**src/hprs_cfg.svh**
```systemverilog
// Constants of the host power and reset supervisor: offsets, fields, codes, times.
// Assumes one 100 MHz clock; included by the package and the top module.
//
// Operation
// - Config command takes mask and optional length; answers zero-length type 0x5C.
// - Reset and power invert bits make the asserted level high instead of low.
// - Auto polarity bit detects the asserted level of both lines.
// - Four function enables: blanking, keypad reset, keypad power-on, keypad power-off.
// - Optional pulse length in 1/32 s, 1 to 255; default one second.
// - Reset and power lines idle high-impedance, driven only during a pulse.
// - Sense high, confirm held 4 s: one-second reset pulse, message, self reboot.
// - After keypad reset pulse, commands are ignored until self reboot.
// - Sense low, confirm held 0.25 s: power pulse, message, self reboot.
// - Sense high, cancel held 4 s: power pulse, up to 5 s more while held.
// - Blanking enabled and sense low: screen and backlight off, keypad still scanned.
// - Blanked display leaves fan power settings untouched.
// - Sense rising with blanking enabled reboots the device as at power-up.
// - Watchdog command: timeout byte, zero disables, answers zero-length type 0x5D.
// - Unrefreshed watchdog resets the host with the keypad reset pulse.
// - Watchdog off at power-up and after it fires, until re-enabled.
// - Status query answers 15 bytes: byte 7 mask, byte 8 watchdog count.
`ifndef HPRS_CFG_SVH
`define HPRS_CFG_SVH

////////////////////////////////////////////////////////////////////////////////
`define HPRS_ADDR_CFG 4'h0
`define HPRS_ADDR_WDOG 4'h4
`define HPRS_ADDR_STAT 4'h8
`define HPRS_ADDR_RESP 4'hC

`define HPRS_BIT_AUTO 0
`define HPRS_BIT_RST_INV 1
`define HPRS_BIT_PWR_INV 2
`define HPRS_BIT_BLANK 4
`define HPRS_BIT_KP_RST 5
`define HPRS_BIT_KP_ON 6
`define HPRS_BIT_KP_OFF 7
`define HPRS_BIT_LEN_GIVEN 16

`define HPRS_RESP_CFG 8'h5C
`define HPRS_RESP_WDOG 8'h5D
`define HPRS_RESP_STAT 8'h5E
`define HPRS_LEN_STAT 8'h0F

`define HPRS_MASK_RESET 8'h00
`define HPRS_LEN_DEFAULT 8'h20

////////////////////////////////////////////////////////////////////////////////
`define HPRS_CLK_NS 10
`define HPRS_TICK_NS 31250000
`define HPRS_TICK_CYCLES (`HPRS_TICK_NS / `HPRS_CLK_NS)
`define HPRS_HOLD_LONG_S 4
`define HPRS_HOLD_SHORT_MS 250
`define HPRS_RST_PULSE_S 1
`define HPRS_EXTEND_S 5
`define HPRS_TICKS_PER_S 32
`define HPRS_HOLD_LONG_TK (`HPRS_HOLD_LONG_S * `HPRS_TICKS_PER_S)
`define HPRS_HOLD_SHORT_TK (`HPRS_HOLD_SHORT_MS * `HPRS_TICKS_PER_S / 1000)
`define HPRS_RST_PULSE_TK (`HPRS_RST_PULSE_S * `HPRS_TICKS_PER_S)
`define HPRS_EXTEND_TK (`HPRS_EXTEND_S * `HPRS_TICKS_PER_S)

`define HPRS_MSG_NONE 2'h0
`define HPRS_MSG_RESET 2'h1
`define HPRS_MSG_PWR_ON 2'h2
`define HPRS_MSG_PWR_OFF 2'h3

`endif

```
**src/hprs_pkg.sv**
```systemverilog
// Types of the host power and reset supervisor.
// Assumes the constants header is on the include path.
`include "hprs_cfg.svh"

package hprs_pkg;

  typedef struct packed {
    logic len_given;
    logic [7:0] pulse_len;
    logic [7:0] mask;
  } hprs_cfg_t;

  typedef struct packed {
    logic [7:0] len;
    logic [7:0] kind;
  } hprs_resp_t;

  typedef enum logic [4:0] {
    HPRS_IDLE = 5'b00001,
    HPRS_RST_PULSE = 5'b00010,
    HPRS_PWR_PULSE = 5'b00100,
    HPRS_PWR_EXTEND = 5'b01000,
    HPRS_REBOOT = 5'b10000
  } hprs_state_t;

endpackage

```
**src/hprs_top.sv**
```systemverilog
// Host power and reset supervisor with an AXI4-Lite register port.
// Assumes keys, sense and line levels come from pins and are synchronised here.
//
// The placing of the registers and the AXI4-Lite interface to the registers were decided locally.
`include "hprs_cfg.svh"

module hprs_top #(
  parameter int TICK_CYCLES = `HPRS_TICK_CYCLES
) (
  input wire logic aclk,
  input wire logic aresetn,
  input wire logic awvalid,
  output logic awready,
  input wire logic [3:0] awaddr,
  input wire logic wvalid,
  output logic wready,
  input wire logic [31:0] wdata,
  input wire logic [3:0] wstrb,
  output logic bvalid,
  input wire logic bready,
  output logic [1:0] bresp,
  input wire logic arvalid,
  output logic arready,
  input wire logic [3:0] araddr,
  output logic rvalid,
  input wire logic rready,
  output logic [31:0] rdata,
  output logic [1:0] rresp,
  input wire logic key_confirm_i,
  input wire logic key_cancel_i,
  input wire logic host_sense_i,
  input wire logic reset_line_i,
  output logic reset_line_o,
  output logic reset_line_oe,
  input wire logic power_line_i,
  output logic power_line_o,
  output logic power_line_oe,
  output logic blank_display_o,
  output logic [1:0] message_o,
  output logic self_reboot_o,
  output hprs_pkg::hprs_cfg_t cfg_o
);
  import hprs_pkg::*;

  function automatic logic hit_tk(input logic [7:0] cnt, input int lim);
    hit_tk = (cnt == 8'(lim));
  endfunction

  ////////////////////////////////////////////////////////////////////////////
  // Pin synchronisers: first stage read only by the second
  logic [4:0] sync1_ff, sync2_ff;
  always_ff @(posedge aclk) begin
    if (!aresetn) begin
      sync1_ff <= 5'h00;
      sync2_ff <= 5'h00;
    end else begin
      sync1_ff <= {power_line_i, reset_line_i, host_sense_i, key_cancel_i, key_confirm_i};
      sync2_ff <= sync1_ff;
    end
  end
  logic confirm, cancel, sense, rst_lvl, pwr_lvl;
  assign {pwr_lvl, rst_lvl, sense, cancel, confirm} = sync2_ff;

  ////////////////////////////////////////////////////////////////////////////
  // 1/32 s tick
  logic [31:0] tick_cnt_ff;
  logic tick_ff;
  always_ff @(posedge aclk) begin
    if (!aresetn) begin
      tick_cnt_ff <= 32'h0;
      tick_ff <= 1'b0;
    end else if (tick_cnt_ff == 32'(TICK_CYCLES - 1)) begin
      tick_cnt_ff <= 32'h0;
      tick_ff <= 1'b1;
    end else begin
      tick_cnt_ff <= tick_cnt_ff + 32'h1;
      tick_ff <= 1'b0;
    end
  end

  ////////////////////////////////////////////////////////////////////////////
  // AXI4-Lite slave
  hprs_cfg_t cfg_ff;
  hprs_resp_t resp_ff;
  hprs_state_t state_ff;
  logic lock_ff, wd_on_ff;
  logic [7:0] wd_cnt_ff, aw_addr_ff;
  logic [31:0] w_data_ff;
  logic aw_have_ff, w_have_ff;
  logic wr_go, cmd_ok, wr_map;
  logic [3:0] wstrb_ff;
  assign wr_go = aw_have_ff && w_have_ff && !bvalid;
  assign wr_map = aw_addr_ff[3:0] == `HPRS_ADDR_CFG || aw_addr_ff[3:0] == `HPRS_ADDR_WDOG
               || aw_addr_ff[3:0] == `HPRS_ADDR_STAT || aw_addr_ff[3:0] == `HPRS_ADDR_RESP;
  assign cmd_ok = wr_go && !lock_ff && wstrb_ff[0];

  always_ff @(posedge aclk) begin
    if (!aresetn) begin
      awready <= 1'b1;
      wready <= 1'b1;
      aw_have_ff <= 1'b0;
      w_have_ff <= 1'b0;
      aw_addr_ff <= 8'h00;
      w_data_ff <= 32'h0;
      wstrb_ff <= 4'h0;
      bvalid <= 1'b0;
      bresp <= 2'h0;
    end else begin
      if (awvalid && awready) begin
        aw_have_ff <= 1'b1;
        aw_addr_ff <= {4'h0, awaddr};
        awready <= 1'b0;
      end
      if (wvalid && wready) begin
        w_have_ff <= 1'b1;
        w_data_ff <= wdata;
        wstrb_ff <= wstrb;
        wready <= 1'b0;
      end
      if (wr_go) begin
        bvalid <= 1'b1;
        bresp <= wr_map ? 2'h0 : 2'h2;
        aw_have_ff <= 1'b0;
        w_have_ff <= 1'b0;
      end
      if (bvalid && bready) begin
        bvalid <= 1'b0;
        awready <= 1'b1;
        wready <= 1'b1;
      end
    end
  end

  always_ff @(posedge aclk) begin
    if (!aresetn) begin
      arready <= 1'b1;
      rvalid <= 1'b0;
      rdata <= 32'h0;
      rresp <= 2'h0;
    end else if (arvalid && arready) begin
      arready <= 1'b0;
      rvalid <= 1'b1;
      rresp <= 2'h0;
      case (araddr)
        `HPRS_ADDR_CFG: rdata <= 32'(cfg_ff);
        `HPRS_ADDR_WDOG: rdata <= {23'h0, wd_on_ff, wd_cnt_ff};
        `HPRS_ADDR_STAT: rdata <= {10'h0, lock_ff, state_ff, wd_cnt_ff, cfg_ff.mask};
        `HPRS_ADDR_RESP: rdata <= {16'h0, resp_ff};
        default: begin
          rdata <= 32'h0;
          rresp <= 2'h2;
        end
      endcase
    end else if (rvalid && rready) begin
      rvalid <= 1'b0;
      arready <= 1'b1;
    end
  end

  ////////////////////////////////////////////////////////////////////////////
  // Command execution and reply record
  logic wr_cfg, wr_wd, wr_stat;
  assign wr_cfg = cmd_ok && aw_addr_ff[3:0] == `HPRS_ADDR_CFG;
  assign wr_wd = cmd_ok && aw_addr_ff[3:0] == `HPRS_ADDR_WDOG;
  assign wr_stat = cmd_ok && aw_addr_ff[3:0] == `HPRS_ADDR_STAT;

  // Configuration survives a self reboot, as a stored boot state would
  always_ff @(posedge aclk) begin
    if (!aresetn) begin
      cfg_ff <= '{len_given: 1'b0, pulse_len: `HPRS_LEN_DEFAULT, mask: `HPRS_MASK_RESET};
    end else if (wr_cfg) begin
      cfg_ff.mask <= w_data_ff[7:0];
      cfg_ff.len_given <= w_data_ff[`HPRS_BIT_LEN_GIVEN] && wstrb_ff[1] && w_data_ff[15:8] != 8'h00;
      cfg_ff.pulse_len <= (w_data_ff[`HPRS_BIT_LEN_GIVEN] && wstrb_ff[1] && w_data_ff[15:8] != 8'h00)
                          ? w_data_ff[15:8] : `HPRS_LEN_DEFAULT;
    end
  end

  always_ff @(posedge aclk) begin
    if (!aresetn) begin
      resp_ff <= '{len: 8'h00, kind: 8'h00};
    end else if (wr_cfg) begin
      resp_ff <= '{len: 8'h00, kind: `HPRS_RESP_CFG};
    end else if (wr_wd) begin
      resp_ff <= '{len: 8'h00, kind: `HPRS_RESP_WDOG};
    end else if (wr_stat) begin
      resp_ff <= '{len: `HPRS_LEN_STAT, kind: `HPRS_RESP_STAT};
    end
  end

  ////////////////////////////////////////////////////////////////////////////
  // Key hold timers, counted in ticks and cleared on release
  logic [7:0] conf_tk_ff, canc_tk_ff;
  always_ff @(posedge aclk) begin
    if (!aresetn || !confirm) begin
      conf_tk_ff <= 8'h00;
    end else if (tick_ff && conf_tk_ff != 8'hFF) begin
      conf_tk_ff <= conf_tk_ff + 8'h01;
    end
  end
  always_ff @(posedge aclk) begin
    if (!aresetn || !cancel) begin
      canc_tk_ff <= 8'h00;
    end else if (tick_ff && canc_tk_ff != 8'hFF) begin
      canc_tk_ff <= canc_tk_ff + 8'h01;
    end
  end

  // Trigger fires once, in the cycle the count reaches its threshold
  logic tk_edge_ff;
  always_ff @(posedge aclk) begin
    if (!aresetn) tk_edge_ff <= 1'b0;
    else tk_edge_ff <= tick_ff;
  end
  logic go_kp_rst, go_kp_on, go_kp_off, wd_fire;
  assign go_kp_rst = tk_edge_ff && cfg_ff.mask[`HPRS_BIT_KP_RST] && sense
                     && hit_tk(conf_tk_ff, `HPRS_HOLD_LONG_TK);
  assign go_kp_on = tk_edge_ff && cfg_ff.mask[`HPRS_BIT_KP_ON] && !sense
                    && hit_tk(conf_tk_ff, `HPRS_HOLD_SHORT_TK);
  assign go_kp_off = tk_edge_ff && cfg_ff.mask[`HPRS_BIT_KP_OFF] && sense
                     && hit_tk(canc_tk_ff, `HPRS_HOLD_LONG_TK);

  ////////////////////////////////////////////////////////////////////////////
  // Watchdog: one-second count down while armed
  logic [7:0] wd_sub_ff;
  assign wd_fire = tk_edge_ff && wd_on_ff && wd_cnt_ff == 8'h01
                   && hit_tk(wd_sub_ff, `HPRS_TICKS_PER_S - 1);
  always_ff @(posedge aclk) begin
    if (!aresetn || state_ff == HPRS_REBOOT) begin
      wd_on_ff <= 1'b0;
      wd_cnt_ff <= 8'h00;
      wd_sub_ff <= 8'h00;
    end else if (wr_wd) begin
      wd_on_ff <= w_data_ff[7:0] != 8'h00;
      wd_cnt_ff <= w_data_ff[7:0];
      wd_sub_ff <= 8'h00;
    end else if (wd_fire) begin
      wd_on_ff <= 1'b0;
      wd_cnt_ff <= 8'h00;
      wd_sub_ff <= 8'h00;
    end else if (tk_edge_ff && wd_on_ff) begin
      if (hit_tk(wd_sub_ff, `HPRS_TICKS_PER_S - 1)) begin
        wd_sub_ff <= 8'h00;
        wd_cnt_ff <= wd_cnt_ff - 8'h01;
      end else begin
        wd_sub_ff <= wd_sub_ff + 8'h01;
      end
    end
  end

  ////////////////////////////////////////////////////////////////////////////
  // Pulse sequencer
  logic [7:0] pulse_tk_ff;
  logic kp_src_ff, reboot_after_ff, sense_q_ff;
  always_ff @(posedge aclk) begin
    if (!aresetn) sense_q_ff <= 1'b0;
    else sense_q_ff <= sense;
  end
  logic sense_rise;
  assign sense_rise = sense && !sense_q_ff && cfg_ff.mask[`HPRS_BIT_BLANK];

  always_ff @(posedge aclk) begin
    if (!aresetn) begin
      state_ff <= HPRS_IDLE;
      pulse_tk_ff <= 8'h00;
      kp_src_ff <= 1'b0;
      reboot_after_ff <= 1'b0;
      lock_ff <= 1'b0;
      message_o <= `HPRS_MSG_NONE;
    end else begin
      case (state_ff)
        HPRS_IDLE: begin
          if (go_kp_rst || wd_fire) begin
            state_ff <= HPRS_RST_PULSE;
            pulse_tk_ff <= 8'(`HPRS_RST_PULSE_TK);
            kp_src_ff <= go_kp_rst;
            message_o <= go_kp_rst ? `HPRS_MSG_RESET : `HPRS_MSG_NONE;
          end else if (go_kp_on || go_kp_off) begin
            state_ff <= HPRS_PWR_PULSE;
            pulse_tk_ff <= cfg_ff.pulse_len;
            reboot_after_ff <= go_kp_on;
            message_o <= go_kp_on ? `HPRS_MSG_PWR_ON : `HPRS_MSG_PWR_OFF;
          end else if (sense_rise) begin
            state_ff <= HPRS_REBOOT;
          end
        end
        HPRS_RST_PULSE: begin
          if (tk_edge_ff) pulse_tk_ff <= pulse_tk_ff - 8'h01;
          if (tk_edge_ff && pulse_tk_ff == 8'h01) begin
            state_ff <= kp_src_ff ? HPRS_REBOOT : HPRS_IDLE;
            lock_ff <= kp_src_ff;
            message_o <= `HPRS_MSG_NONE;
          end
        end
        HPRS_PWR_PULSE: begin
          if (tk_edge_ff) pulse_tk_ff <= pulse_tk_ff - 8'h01;
          if (tk_edge_ff && pulse_tk_ff == 8'h01) begin
            if (!reboot_after_ff && cancel) begin
              state_ff <= HPRS_PWR_EXTEND;
              pulse_tk_ff <= 8'(`HPRS_EXTEND_TK);
            end else begin
              state_ff <= reboot_after_ff ? HPRS_REBOOT : HPRS_IDLE;
              message_o <= `HPRS_MSG_NONE;
            end
          end
        end
        HPRS_PWR_EXTEND: begin
          if (tk_edge_ff) pulse_tk_ff <= pulse_tk_ff - 8'h01;
          if (!cancel || (tk_edge_ff && pulse_tk_ff == 8'h01)) begin
            state_ff <= HPRS_IDLE;
            message_o <= `HPRS_MSG_NONE;
          end
        end
        HPRS_REBOOT: begin
          state_ff <= HPRS_IDLE;
          lock_ff <= 1'b0;
          reboot_after_ff <= 1'b0;
          kp_src_ff <= 1'b0;
        end
        default: state_ff <= HPRS_IDLE;
      endcase
    end
  end

  ////////////////////////////////////////////////////////////////////////////
  // Line drivers; idle level is learned only while the line is released
  logic rst_idle_ff, pwr_idle_ff;
  logic rst_on, pwr_on, rst_act, pwr_act;
  logic [2:0] rst_oe_q_ff, pwr_oe_q_ff;
  // Synchroniser still shows the driven level for a few cycles after release
  always_ff @(posedge aclk) begin
    if (!aresetn) begin
      rst_oe_q_ff <= 3'h0;
      pwr_oe_q_ff <= 3'h0;
    end else begin
      rst_oe_q_ff <= {rst_oe_q_ff[1:0], reset_line_oe};
      pwr_oe_q_ff <= {pwr_oe_q_ff[1:0], power_line_oe};
    end
  end
  always_ff @(posedge aclk) begin
    if (!aresetn) begin
      rst_idle_ff <= 1'b1;
      pwr_idle_ff <= 1'b1;
    end else begin
      if (!reset_line_oe && rst_oe_q_ff == 3'h0) rst_idle_ff <= rst_lvl;
      if (!power_line_oe && pwr_oe_q_ff == 3'h0) pwr_idle_ff <= pwr_lvl;
    end
  end
  assign rst_act = cfg_ff.mask[`HPRS_BIT_AUTO] ? !rst_idle_ff : cfg_ff.mask[`HPRS_BIT_RST_INV];
  assign pwr_act = cfg_ff.mask[`HPRS_BIT_AUTO] ? !pwr_idle_ff : cfg_ff.mask[`HPRS_BIT_PWR_INV];
  assign rst_on = state_ff == HPRS_RST_PULSE;
  assign pwr_on = state_ff == HPRS_PWR_PULSE || state_ff == HPRS_PWR_EXTEND;

  always_ff @(posedge aclk) begin
    if (!aresetn) begin
      reset_line_oe <= 1'b0;
      reset_line_o <= 1'b0;
      power_line_oe <= 1'b0;
      power_line_o <= 1'b0;
    end else begin
      reset_line_oe <= rst_on;
      reset_line_o <= rst_on ? rst_act : 1'b0;
      power_line_oe <= pwr_on;
      power_line_o <= pwr_on ? pwr_act : 1'b0;
    end
  end

  // Blanking only gates the display; fan drive lives elsewhere and is untouched
  always_ff @(posedge aclk) begin
    if (!aresetn) begin
      blank_display_o <= 1'b0;
      self_reboot_o <= 1'b0;
      cfg_o <= '0;
    end else begin
      blank_display_o <= cfg_ff.mask[`HPRS_BIT_BLANK] && !sense;
      self_reboot_o <= state_ff == HPRS_REBOOT;
      cfg_o <= cfg_ff;
    end
  end

endmodule

```
**config.mk**
```make
export PLATFORM = sky130hd
export DESIGN_NAME = hprs_top
export DESIGN_NICKNAME = d
export VERILOG_FILES = /design/src/hprs_pkg.sv /design/src/hprs_top.sv
export VERILOG_INCLUDE_DIRS = /design/src
export SDC_FILE = /design/constraint.sdc
export NUM_CORES = 1
export LEC_CHECK = 0
export BUFFER_PORTS_ARGS = -buffer_cell sky130_fd_sc_hd__buf_2
export CAP_MARGIN = 20
export CORE_MARGIN = 10
export CORE_UTILIZATION = 50
export DETAILED_ROUTE_END_ITERATION = 8
export PLACE_DENSITY = 0.71
export SYNTH_ARGS = -nofsm -noshare
export SYNTH_HDL_FRONTEND = slang
export SYNTH_SLANG_ARGS = --single-unit
```
**constraint.sdc**
```tcl
create_clock -name aclk -period 4.44 [get_ports aclk]
set_clock_uncertainty 0.1 [all_clocks]
set_input_delay 0 -clock aclk [delete_from_list [all_inputs] [get_ports aclk]]
set_output_delay 0 -clock aclk [all_outputs]
set_load 0.05 [all_outputs]
```
==> run_results.csv <==
group,metric,value,unit
grt,grt.total_usage,0.1822,
synth,synth_top_area_cell,"dfxtp_1",
routing,met2_length,10680,um
clock_network,postCtsSetupBuffers,0,
min_path,hold_path.class,"in -> reg",
sta,worst_pin_slew,0.9189,ns
worst_setup_path,arrival,2.93,ns
routing,viasPerCell,5.568,
floorplanning,die_area,0.02306,mm^2
synth,seq_area_frac_synth,0.4630,
placement,place_inst,1262,
synth,synthCells,988,
grt,grt_max_degree,53,
outcome,status,"complete, no violations",
routing,num_vias,7506,
power,leakagePower,4.056,nW
placement,portBuffers,92,
sta,slew_headroom,0.3827,
grt,grt_antenna_before_repair,1,
floorplanning,die_h,151.8,um
clock_network,cts_buffer_depth,3,
routing,postRouteAntennaNets,0,
sta,setup_viol,0,
floorplanning,core,0.01718,mm^2
routing,wl_per_cell,16.57,um
sta,setup_slack,1.754,ns
clock_network,cts_tree,"yes",
cells_and_area,final_layout_size_suffix_gt1_frac,0.1506,
placement,dp_slack,1.872,ns
sta,hold_ws,0.07470,ns
cells_and_area,layoutNonFillerInstCount,1348,
floorplanning,start_util,0.5060,
cells_and_area,nets,1175,
placement,post-dp-hpwl,15010,um
clock_network,htreeDepth,1,
sta,fin_crit_sh,0.6049,
sta,rsz0062_at_grt,"no",
synth,async_reset_ff_frac,0,
sta,fin_crit,2.686,ns
clock_network,cts_hold_buf,48,
clock_network,cts_sinks,201,
worst_setup_path,reg2reg_depth,5,
run,maxCapViolCount,0,
synth,syn_area_per_cell,8.796,um^2
clock_network,numCtsBuffers,22,
clock_network,clkTransAtPathRegs,0.06,ns
clock_network,cts-root-buf,"clkbuf_16",
floorplanning,die_w,151.8,um
floorplanning,row_count,48,
synth,ys_types,73,
synth,synth_area,0.008691,mm^2
cells_and_area,area_growth,20.13,%
routing,wirelength,22330,um
clock_network,cts_resized,0,
grt,overflow,0,
worst_setup_path,crit_type,"reg -> reg",
routing,drc,0,
power,ir_drop,288.2,uV
synth,synth-seq-cells,201,
routing,firstDrtPassIters,5,
worst_setup_path,cp_max_fo,11,
clock_network,clk-insertion-delay-late,0.50,ns
synth,synth_top_cell_area_share,0.4630,
routing,highest_layer,"met4",
routing,dr.first_iter.drc_count,538,
floorplanning,ios,122,
routing,wl_met3,1539,um
sta,final-hold-violation-count,0,
synth,synth-edff-count,0,
grt,grt_pass1_vias,7162,
placement,gp_congestion,0.8952,
sta,slew_violations,0,
synth,synth.area.top_cells,"dfxtp_1 (46%), nor2_1 (5.5%), nand2_1 (4.2%), a21oi_1 (3.9%), xnor2_1 (3.8%)",
worst_setup_path,end_kind,"flop",
min_path,min_path_cells,4,
worst_setup_path,cp-start-kind,"flop",
power,powerDensity,388.0,mW/mm^2
synth,ys_dominant_reg_cell,"dfxtp_1",
routing,wl_met1,9660,um
grt,grt_pass1_wl,36450,um
sta,tns,0,ns
sta,max_freq,0.3723,GHz
worst_setup_path,required,4.68,ns
synth,yosys_warnings,0,
==> through the flow <==
stage / power [W] / util / cell area, um^2
finish: 0.004050 / 0.6078 / 10440
global route: 0.004192 / 0.6078 / 10440
CTS: 0.004087 / 0.6077 / 10440
detailed placement: 0.002237 / 0.5370 / 9224
global placement: 0.002227 / 0.5354 / 9196
floorplan: 0.002162 / - / 8732
==> cell usage after synthesis (4+ instances only) <==
library cell,count
nand3_1,35
o2111ai_1,4
a22oi_1,18
xnor2_1,38
nand4_1,16
mux2i_1,22
nor4b_1,5
inv_1,22
a21oi_1,67
nand2_1,98
o211ai_1,5
ha_1,10
nor3_1,28
and3_1,12
buf_2,6
xor2_1,18
and4_1,4
a22o_1,11
o21ai_0,27
dfxtp_1,201
nand3b_1,7
and2_1,39
buf_4,14
clkbuf_1,33
nor2_1,127
or2_2,4
a2111oi_2,7
nand2b_1,12
nor4_1,30
==> worst paths after layout <==
check	startpoint	endpoint	slack, ns
worst max register to register	tk_edge_ff	pulse_tk_ff[2]	1.75
worst max-delay path	tk_edge_ff	pulse_tk_ff[2]	1.75
worst min-delay path	araddr[3]	rdata[9]	0.07
worst min register to register	sync1_ff[2]	sync2_ff[2]	0.33
==> registers in the layout, summed over array words and instances (netlist names), 2 cells and up <==
register     count
aw_addr_ff       4
state_ff         5
pulse_tk_ff      8
sync1_ff         5
resp_ff          3
sync2_ff         5
wd_cnt_ff        8
message_o        2
canc_tk_ff       8
w_data_ff       17
cfg_o           17
wd_sub_ff        8
rst_oe_q_ff      3
tick_cnt_ff     32
cfg_ff          17
pwr_oe_q_ff      3
conf_tk_ff       8
wstrb_ff         2
rdata           22
==> cells in the final DEF (no fill, tap or decap), types with 7 or more instances in the layout <==
cell type	instances
a2111oi_2	7
a22o_1	11
mux2i_1	22
nand3_1	35
and2_1	39
dlygate4sd3_1	48
ha_1	10
nand3b_1	7
clkbuf_16	23
xor2_1	18
dfxtp_1	201
clkbuf_8	7
nor2_1	127
nor3_1	27
inv_1	22
o21ai_0	27
conb_1	12
nor4_1	30
a21oi_1	67
buf_2	92
nand4_1	16
a22oi_1	18
nand2b_1	12
xnor2_1	38
and3_1	12
nand2_1	98
==> where the power goes <==
group / switching [W] / internal [W] / leakage [nW]
Combinational: 0.000214 / 0.000125 / 2.06
Sequential: 0.0000484 / 0.00185 / 1.63
Clock: 0.000704 / 0.00111 / 0.365
Total: 0.000966 / 0.00308 / 4.06
==> cell type report <==
cell class	instances	area [um^2]
Antenna cell	1	2.502
Clock inverter	6	57.56
Multi-Input combinational cell	716	4314
Timing Repair Buffer	145	998.5
Inverter	23	86.33
Clock buffer	31	675.6
Sequential cell	201	4024
Tap cell	225	281.5
Fill cell	1490	6736
==> worst max-delay path, stage by stage (launching register included) <==
cell and delay (ns):
dfxtp_1 0.58, and2_1 0.42, nand3_1 0.50, o211ai_2 0.56, o21a_4 0.27, a2111oi_2 0.09
==> kinds of logic after synthesis <==
kind of cell	share of synthesized area
compound gates	0.1325
xor+xnor	0.05644
fa+ha+maj	0.01440
buf+inv	0.04593
flops	0.4630
mux	0.02793
other cells	0.0004315
simple gates	0.2594
==> routing by layer <==
layer | vias up | track usage
met4 | 0 | 0.05502
met3 | 36 | 0.03274
met2 | 269 | 0.3089
li1 | 3693 | -
met5 | - | 0
met1 | 3508 | 0.2304
No activity file was read; power rests on OpenSTA's default activity.
